`src/design/vc_ctl_defs.svh`:
```
`ifndef VC_CTL_DEFS_SVH
`define VC_CTL_DEFS_SVH

// Register byte addresses
`define OFS_CONTROL     12'h214
`define OFS_STATUS      12'h218
`define OFS_IRQ_STATUS  12'h300
`define OFS_IRQ_ENABLE  12'h304
`define OFS_IRQ_CLEAR   12'h308

// Control register fields
`define MAP_MSB         7
`define MAP_RW_LSB      1
`define LOAD_BIT        16
`define SEL_LSB         17
`define SEL_MSB         19
`define CHID_LSB        24
`define CHID_MSB        26
`define ENABLE_BIT      31
`define CTL_RSV_MASK    32'h78F1FF00

// Status register fields
`define PEND_BIT        16
`define NEG_BIT         17
`define STS_RSV_MASK    32'hFFFCFFFF

// Reset values and fixed constants
`define MAP_RESET       8'hFF
`define SEL_RESET       3'h0
`define CHID_VALUE      3'h0
`define CAP_UPSTREAM    8'h03
`define CAP_DOWNSTREAM  8'h01

// Interrupt event bits
`define EV_LOAD_DONE    0
`define EV_TABLE_WRITE  1
`define EV_NEG_DONE     2
`define EV_COUNT        3

`endif

```
`src/design/vc_ctl_pkg.sv`:
```
package vc_ctl_pkg;
   // Load sequencing states, one-hot
   typedef enum logic [2:0] {
      LD_IDLE = 3'h1,   // Nothing in flight
      LD_BUSY = 3'h2,   // Waiting for arbiter to latch table
      LD_DONE = 3'h4    // Finishing, clears pending
   } load_state_e;
endpackage : vc_ctl_pkg

```
`src/design/vc_resource_control_status.sv`:
```
`include "vc_ctl_defs.svh"

////////////////////////////////////////////////////////////////////////////
module vc_resource_control_status #(
   parameter bit UPSTREAM = 1'b1     // Port flavour
) (
   input  wire logic        pclk,             // Core clock
   input  wire logic        presetn,          // Async reset, low
   input  wire logic        psel,             // APB select
   input  wire logic        penable,          // APB access phase
   input  wire logic        pwrite,           // APB direction
   input  wire logic [11:0] paddr,            // APB byte address
   input  wire logic [31:0] pwdata,           // APB write data
   output logic      [31:0] prdata,           // APB read data
   output logic             pready,           // APB ready
   output logic             pslverr,          // APB error
   input  wire logic        table_write,      // Table entry written
   input  wire logic        load_done,        // Arbiter latched table
   input  wire logic        link_active,      // Link in DL_Active
   input  wire logic        fc_init2,         // Link in FC_INIT2
   output logic      [7:0]  class_to_channel_map,       // Class map
   output logic      [2:0]  arbitration_scheme_select,  // Scheme
   output logic             load_table_request,         // Load pulse
   output logic             irq                         // Interrupt
);

   ////////////////////////////////////////////////////////////////////////
   // Decoding

   // One decode per register, used by read and write paths
   function automatic logic hit(input logic [11:0] a,
                                input logic [11:0] ofs);
      hit = (a == ofs);
   endfunction : hit

   wire logic        wr_en  = psel & penable & pwrite & pready;
   wire logic        rd_en  = psel & ~penable & ~pwrite;
   wire logic        st_en  = psel & ~penable;
   wire logic        hit_ctl = hit(paddr, `OFS_CONTROL);
   wire logic        hit_sts = hit(paddr, `OFS_STATUS);
   wire logic        hit_ist = hit(paddr, `OFS_IRQ_STATUS);
   wire logic        hit_ien = hit(paddr, `OFS_IRQ_ENABLE);
   wire logic        hit_icl = hit(paddr, `OFS_IRQ_CLEAR);
   wire logic        mapped  = hit_ctl | hit_sts | hit_ist | hit_ien
                               | hit_icl;
   wire logic [7:0]  cap_bits = UPSTREAM ? `CAP_UPSTREAM
                                         : `CAP_DOWNSTREAM;

   ////////////////////////////////////////////////////////////////////////
   // State

   logic [7:0]  map_q;        // Class map
   logic [2:0]  sel_q;        // Scheme select
   logic        pend_q;       // Table pending
   logic        neg_q;        // Negotiation pending
   logic        init2_q;      // Previous FC_INIT2 level
   logic [`EV_COUNT-1:0] ist_q;   // Sticky events
   logic [`EV_COUNT-1:0] ien_q;   // Event enables
   logic        req_q;        // Load request pulse
   logic [31:0] rdata_q;      // Read data
   logic        ready_q;      // Ready flop
   logic        err_q;        // Error flop
   logic        irq_q;        // Interrupt flop
   vc_ctl_pkg::load_state_e st_q;   // Load sequencer
   vc_ctl_pkg::load_state_e st_d;

   // Scheme uses the table only if its capability bit is set and
   // it is not plain round robin; load gating also needs upstream
   wire logic sel_uses_tbl = cap_bits[sel_q] & (sel_q != `SEL_RESET);
   wire logic load_go = wr_en & hit_ctl & pwdata[`LOAD_BIT]
                        & UPSTREAM
                        & sel_uses_tbl
                        & (st_q == vc_ctl_pkg::LD_IDLE);
   wire logic ld_fin  = (st_q == vc_ctl_pkg::LD_DONE);
   wire logic neg_fall = init2_q & ~fc_init2;
   wire logic [`EV_COUNT-1:0] ev;

   assign ev[`EV_LOAD_DONE]  = ld_fin;
   assign ev[`EV_TABLE_WRITE] = table_write & UPSTREAM;
   assign ev[`EV_NEG_DONE]   = neg_fall & link_active;

   ////////////////////////////////////////////////////////////////////////
   // Control register
   // Bit 0 stays one so class zero is always carried
   always_ff @(posedge pclk or negedge presetn) begin
      if (!presetn) begin
         map_q <= `MAP_RESET;
         sel_q <= `SEL_RESET;
      end else if (wr_en && hit_ctl) begin
         // Software write; class zero is forced back on
         map_q <= {pwdata[`MAP_MSB:`MAP_RW_LSB], 1'b1};
         sel_q <= pwdata[`SEL_MSB:`SEL_LSB];
      end
   end

   ////////////////////////////////////////////////////////////////////////
   // Load sequencer: waits for the arbiter to latch the table
   always_comb begin
      st_d = st_q;
      case (st_q)
         vc_ctl_pkg::LD_IDLE: begin
            if (load_go) st_d = vc_ctl_pkg::LD_BUSY;
         end
         vc_ctl_pkg::LD_BUSY: begin
            if (load_done) st_d = vc_ctl_pkg::LD_DONE;
         end
         vc_ctl_pkg::LD_DONE: begin
            st_d = vc_ctl_pkg::LD_IDLE;
         end
         default: begin
            st_d = vc_ctl_pkg::LD_IDLE;
         end
      endcase
   end

   always_ff @(posedge pclk or negedge presetn) begin
      if (!presetn) begin
         st_q  <= vc_ctl_pkg::LD_IDLE;
         req_q <= 1'b0;
      end else begin
         st_q  <= st_d;
         req_q <= load_go;
      end
   end

   ////////////////////////////////////////////////////////////////////////
   // Pending flag; a table write in the finishing cycle wins
   always_ff @(posedge pclk or negedge presetn) begin
      if (!presetn) begin
         pend_q <= 1'b0;
      end else if (table_write && UPSTREAM) begin
         pend_q <= 1'b1;
      end else if (ld_fin) begin
         pend_q <= 1'b0;
      end
   end

   ////////////////////////////////////////////////////////////////////////
   // Negotiation pending: set entering FC_INIT2, clear on exit
   always_ff @(posedge pclk or negedge presetn) begin
      if (!presetn) begin
         init2_q <= 1'b0;
         neg_q   <= 1'b0;
      end else begin
         init2_q <= fc_init2;
         if (fc_init2) neg_q <= 1'b1;
         else if (neg_fall) neg_q <= 1'b0;
      end
   end

   ////////////////////////////////////////////////////////////////////////
   // Interrupt registers; a new event beats a clear
   always_ff @(posedge pclk or negedge presetn) begin
      if (!presetn) begin
         ist_q <= '0;
         ien_q <= '0;
         irq_q <= 1'b0;
      end else begin
         ist_q <= ev | (ist_q & ~((wr_en && hit_icl)
                  ? pwdata[`EV_COUNT-1:0] : '0));
         if (wr_en && hit_ien) ien_q <= pwdata[`EV_COUNT-1:0];
         irq_q <= |(ist_q & ien_q);
      end
   end

   // Each event lands in its sticky bit, even against a clear
   for (genvar i = 0; i < `EV_COUNT; i++) begin : g_ev_chk

   end

   ////////////////////////////////////////////////////////////////////////
   // Read mux; unlisted bits stay zero
   wire logic [31:0] ctl_rd = {1'b1,
                               4'h0, `CHID_VALUE,
                               4'h0, sel_q, 1'b0,
                               8'h00, map_q};
   // Pending is only meaningful for a table scheme; we show it raw
   wire logic [31:0] sts_rd = {14'h0000,
                               neg_q & link_active,
                               pend_q & UPSTREAM,
                               16'h0000};
   wire logic [31:0] rd_mux = hit_ctl ? ctl_rd
                            : hit_sts ? sts_rd
                            : hit_ist ? {29'h0, ist_q}
                            : hit_ien ? {29'h0, ien_q}
                            : 32'h00000000;

   // APB slave: no wait states, data captured in setup cycle
   always_ff @(posedge pclk or negedge presetn) begin
      if (!presetn) begin
         rdata_q <= 32'h00000000;
         ready_q <= 1'b0;
         err_q   <= 1'b0;
      end else begin
         ready_q <= st_en;
         err_q   <= st_en & ~mapped;
         if (rd_en) rdata_q <= rd_mux;
      end
   end

   assign prdata  = rdata_q;
   assign pready  = ready_q;
   assign pslverr = err_q;
   assign irq     = irq_q;
   assign class_to_channel_map      = map_q;
   assign arbitration_scheme_select = sel_q;
   // Arbiter applies the table; invalid port phases are its to skip
   assign load_table_request        = req_q;
endmodule : vc_resource_control_status

```
`config.mk`:
```
export PLATFORM = sky130hd
export DESIGN_NAME = vc_resource_control_status
export DESIGN_NICKNAME = d
export VERILOG_FILES = /design/src/design/vc_ctl_pkg.sv /design/src/design/vc_resource_control_status.sv
export VERILOG_INCLUDE_DIRS = /design/src /design/src/design
export SDC_FILE = /design/constraint.sdc
export NUM_CORES = 1
export LEC_CHECK = 0
export BUFFER_PORTS_ARGS = -buffer_cell sky130_fd_sc_hd__buf_2
export CORE_MARGIN = 8
export CORE_UTILIZATION = 40
export DETAILED_ROUTE_END_ITERATION = 10
export GPL_TIMING_DRIVEN = 0
export PLACE_DENSITY_LB_ADDON = 0.05
export SLEW_MARGIN = 20
export SYNTH_ARGS = -nofsm -noshare
export SYNTH_HDL_FRONTEND = slang
export SYNTH_SLANG_ARGS = --single-unit
```
`constraint.sdc`:
```
create_clock -name pclk -period 1.4 [get_ports pclk]
set_clock_uncertainty 0.05 [all_clocks]
set_input_delay 0.14 -clock pclk [delete_from_list [all_inputs] [get_ports pclk]]
set_output_delay 0.14 -clock pclk [all_outputs]
set_load 0.02 [all_outputs]
```
Word level (Yosys, flattened, before mapping)

Memory sizes are Yosys's and may differ from the RTL's.
Index checks and enable logic that the tools add are counted.

Flip-flop bits (word level): 58
Memory bits (read-only): 8
Input bits: 53
Output and inout bits: 47
Logic and storage cells: 72
Memories: 1

$lt $le $gt $ge: 1
Eq/ne operators: 10
Mux-type cells: 13
Bitwise gates (word level): 26
Reductions and logical operators: 8

Memories:

| memory          | depth | bits a word | read ports | clocked after Yosys merged registers in | write ports | RTL line                         | text |
|---|---|---|---|---|---|---|---|
| (no name shown) | 8     | 1           | 1          | 0                                       | 0           | vc_resource_control_status.sv:69 | `` wire logic sel_uses_tbl = cap_bits[sel_q] & (sel_q != `SEL_RESET); `` |

Operators by type and width:

| kind                                                                         | number |
|---|---|
| 12-bit by 10-bit equality test with 1-bit output, second input constant      | 5 |
| 32-bit two-way mux                                                           | 1 |
| 18-bit two-way mux                                                           | 1 |
| 3-bit two-way mux                                                            | 5 |
| 1-bit AND                                                                    | 14 |
| 3-bit AND                                                                    | 2 |
| 3-bit one-hot mux with 2 select lines                                        | 1 |
| 1-bit two-way mux                                                            | 5 |
| 3-bit by 4-bit less-than comparator with 1-bit output, second input constant | 1 |
| 2-bit inequality test, second input constant                                 | 2 |
| 1-bit inverter                                                               | 4 |
| 1-bit bitwise OR                                                             | 4 |
| 2-bit nonzero test                                                           | 2 |
| 3-bit by 1-bit equality test with 1-bit output, second input constant        | 1 |
| 3-bit by 2-bit equality test with 1-bit output, second input constant        | 1 |
| 3-bit equality test, second input constant                                   | 1 |
| 1-bit logical AND                                                            | 3 |
| 3-bit inverter                                                               | 1 |
| 3-bit bitwise OR                                                             | 1 |
| 3-bit nonzero test                                                           | 1 |
| 3-bit OR reduction                                                           | 1 |
| 2-bit AND reduction                                                          | 1 |

Longest topological paths before layout

Word-level depth: 9
Mapped depth: 5
Mapped depth without buffers: 4

Worst setup path before layout

OpenSTA, ideal clock, no wires.

Kind: reg-to-reg
Start: register ready_q, in the netlist pready
End: register sel_q[0], in the netlist arbitration_scheme_select[0]
Arrival: 1.562 ns
Required time: 1.225 ns
Setup slack: -0.337 ns
Cell stages (with the launch flop): 4
Buffers on the path: 0
Period minus slack after synthesis: 1.737 ns
Cells stage by stage: dfrtp_1 > nand4_2 > nor4_4 > mux2_2

Cells in the longest elaborated chain, start to end: 2

RTL lines:

| element                | RTL line                          | text |
|---|---|---|
| from (decl)            | vc_resource_control_status.sv:61  | `logic ready_q;` |
| from (signal assigned) | vc_resource_control_status.sv:195 | `ready_q <= st_en;` |
| 1-bit AND              | vc_resource_control_status.sv:36  | `wire logic wr_en = psel & penable & pwrite & pready;` |
| 1-bit logical AND      | vc_resource_control_status.sv:89  | `end else if (wr_en && hit_ctl) begin` |
| to (signal assigned)   | vc_resource_control_status.sv:88  | `` sel_q <= `SEL_RESET; `` |
| to (signal assigned)   | vc_resource_control_status.sv:92  | `` sel_q <= pwdata[`SEL_MSB:`SEL_LSB]; `` |
| to (decl)              | vc_resource_control_status.sv:53  | `logic [2:0] sel_q;` |

No other way between the ends.
A chain may end at the register's enable or synchronous reset.

Worst setup path in the final report

Start: register ready_q, in the netlist pready
End: register ien_q[2]

Cells in the longest elaborated chain, start to end: 2

RTL lines:

| element              | RTL line                          | text |
|---|---|---|
| 1-bit AND            | vc_resource_control_status.sv:36  |  |
| 1-bit logical AND    | vc_resource_control_status.sv:161 | `` if (wr_en && hit_ien) ien_q <= pwdata[`EV_COUNT-1:0]; `` |
| to (signal assigned) | vc_resource_control_status.sv:161 |  |
| to (decl)            | vc_resource_control_status.sv:58  | `` logic [`EV_COUNT-1:0] ien_q; `` |

No other way between the ends.

==> reports/qor.csv <==
stage;metric;value;unit
run_status;outcome;complete, but fails checks;
logic_synthesis;synth_area_per_cell;12.4;um2
sta;maxSlewViolCount;0;
worst_setup_path;start_kind;flip-flop;
global_route;grt_overflow;0;
floorplan;initial_core_util;0.418;
floorplan;io_pins;100;
sta;finalSetupViolCount;18;
run_status;failed_checks;setup timing;
worst_setup_path;crit_fanout;4;
worst_setup_path;crit_arrival;1660;ps
power_and_ir_drop;power_density;852;mW/mm2
detailed_routing;wl_met1;2030;um
floorplan;die_h;83.7;um
placed_design;port_buffers;58;
detailed_routing;first_pass_iters;4;
finish;design_area;0.00249;mm2
global_route;antenna_found_initial;0;
floorplan;core;0.00438;mm2
logic_synthesis;yosysUniqueCellTypes;44;
detailed_routing;via_per_inst;4.98;
detailed_routing;dr_wl_met2;2330;um
sta;min_period;1530;ps
sta;hold_viol;0;
placed_design;post-dp-hpwl;3660;um
sta;holdWs;9.84;ps
detailed_routing;routedWlPerCell;16.7;um
global_route;grt_usage;0.139;
detailed_routing;wl_met3;398;um
hold_path;hold_path_class;in2reg;
floorplan;die_w;83.7;um
clocking;insertion_delay;290;ps
clocking;cts_made_buffers;5;
detailed_routing;drtIter0Drc;64;
finish;fillCellCount;394;
detailed_routing;drc;0;
clocking;path_clk_slew;80;ps
placed_design;place.gp.congestion;0.876;
placed_design;dpl_cell_area;0.00227;mm2
logic_synthesis;synth_area;0.00183;mm2
clocking;clock_sinks;39;
sta;fmax;0.652;GHz
logic_synthesis;synth.top_cells.by_area;dfrtp_1 42%, dfstp_2 11%, buf_4 8.2%;
power_and_ir_drop;ir_worst_vdd;0.541;mV
logic_synthesis;synth-seq-cells;39;
finish;multi_input_area;817;um2
global_route;grt_pass1_wl;7950;um
logic_synthesis;synth_top_area_cell;dfrtp_1;
sta;rsz0062_at_grt;true;
detailed_routing;top_layer;met4;
clocking;cts_tree;done;
finish;seq_area;987;um2
logic_synthesis;synth_cells;148;
floorplan;fp.dieArea;0.00700;mm2
worst_setup_path;end_kind;flip-flop;
clocking;cts-root-buf;clkbuf_8;
sta;tightest_slew;875;ps
finish;drive_gt1_frac;0.519;
logic_synthesis;synth-edff-count;0;
sta;timing.slew.headroom;0.417;
logic_synthesis;yosysSeqAreaShare;0.538;
sta;layout_setup_ws;-133;ps
logic_synthesis;yosysTopAreaCellShare;0.423;
detailed_routing;routed_wirelength;4870;um
logic_synthesis;ys.flop_type;dfrtp_1;
sta;timing.final.crit_share;1.09;
logic_synthesis;yosysWarnings;0;
power_and_ir_drop;power.leakage;0.00135;uW
logic_synthesis;synthArstFlopShare;1.00;
detailed_routing;antenna_left;0;
finish;final_nets;291;
floorplan;rows;24;
placed_design;place_ws;-587;ps
worst_setup_path;worstSetupPathType;reg2reg;
clocking;cts.htree.levels;2;
run;cap_violations;0;
detailed_routing;num_vias;1450;
worst_setup_path;crit_required;1530;ps
finish;area_growth;35.8;%
finish;diodes;0;
power_and_ir_drop;power;2120;uW
global_route;grt_pass1_vias;1612;
clocking;cts.path.max_buffers;2;
global_route;grt_max_degree;40;
-- worst max-delay path, cell delays in order (launching register included) --
cell and delay, ps:
dfrtp_2 390, nand4_4 120, or4_4 550, mux2_4 320
-- power by group --
part | switching, uW | internal (uW) | total [uW]
Combinational | 144 | 94.9 | 238
Sequential | 3.72 | 1130 | 1140
Clock | 396 | 348 | 744
-- sequential cells by signal (all words and copies together), names as in the netlist --
register,count
st_q,3
neg_q,1
class_to_channel_map,7
pready,1
ien_q,3
load_table_request,1
prdata,13
pend_q,1
pslverr,1
irq,1
init2_q,1
arbitration_scheme_select,3
ist_q,3
-- through the flow --
stage | utilization | instances | setup TNS, ps
after global routing | 0.568 | 291 | -2230
after floorplan | - | 166 | -2770
after detailed placement | 0.519 | 276 | -9980
after CTS | 0.568 | 291 | -1130
final | 0.568 | 291 | -1080
after global placement | 0.519 | 276 | -9270
-- cell usage after synthesis, types with 2 or more instances --
| library cell | count |
|---|---|
| mux2i_1 | 3 |
| nand2_1 | 9 |
| or4b_1 | 2 |
| nor2_1 | 7 |
| buf_2 | 2 |
| nor3b_1 | 2 |
| nor2b_1 | 2 |
| mux2_2 | 10 |
| dfrtp_1 | 31 |
| dfstp_2 | 8 |
| inv_1 | 4 |
| o21ai_0 | 3 |
| a21o_1 | 4 |
| mux2_4 | 3 |
| buf_4 | 20 |
| conb_1 | 2 |
| a221o_1 | 2 |
| a22o_1 | 8 |
-- worst paths after layout --
path / startpoint / to / slack (ps) / cells after the start
worst max-delay path: pready$_DFF_PN0_ / ien_q[2]$_DFFE_PN0P_ / -130 / 3
min in group asynchronous: presetn / ien_q[0]$_DFFE_PN0P_ / 450 / 2
worst max register to register: pready$_DFF_PN0_ / ien_q[2]$_DFFE_PN0P_ / -130 / 3
worst min register to register: init2_q$_DFF_PN0_ / neg_q$_DFFE_PN0P_ / 410 / 1
max in group asynchronous: presetn / pready$_DFF_PN0_ / 260 / 2
worst min-delay path: table_write / ist_q[1]$_DFF_PN0_ / 10 / 2
-- cell usage in the layout, fill, tap and decap left out, types with 2 or more instances in the layout --
cell type	synthesis	layout
buf_2	2	60
dfrtp_1	31	30
buf_4	20	23
conb_1	2	20
mux2_4	3	13
nand2_1	9	9
a22o_1	8	8
dfstp_2	8	8
nor2_1	7	7
clkbuf_8	0	5
a21o_1	4	4
inv_1	4	4
o21ai_0	3	3
mux2i_1	3	3
or4b_4	0	2
nor2b_1	2	2
or4_4	1	2
nor4_4	1	2
nor3b_1	2	2
clkbuf_1	1	2
a221o_1	2	2
dlygate4sd3_1	0	2
buf_6	0	2
-- layout make-up --
type,count,area share
tap,52,0.0261
timing repair buffer,65,0.143
multi-input combinational,100,0.328
buffer,23,0.0659
clock buffer,6,0.0292
clock inverter,2,0.00503
inverter,4,0.00603
sequential,39,0.397
-- kinds of logic (layout without fill, tap and decap cells) --
kind of cell           Yosys count  in the layout  synth area share
AOI/OAI and AO/OA               24             24             0.106
buffers and inverters           27            100            0.0976
DFF                             39             39             0.538
muxes                           16             16             0.102
other                            2             20           0.00410
and+or+nand+nor                 40             40             0.152
-- metal layers --
| metal | GRT usage | vias to the layer above |
|---|---|---|
| met2 | 0.227 | 63 |
| met1 | 0.156 | 697 |
| met5 | 0 | - |
| met3 | 0.0518 | 11 |
| met4 | 0.0644 | 0 |
| li1 | - | 679 |
-- repair_timing --
item                                    CTS  global route
setup buffers                             5             0
pin swaps                                 4             3
resized for setup                        16             0
endpoints found under the setup margin   17            27
hold endpoints to repair                 32             0
hold buffers                              2             0
No activity file was read; power rests on OpenSTA's default activity.
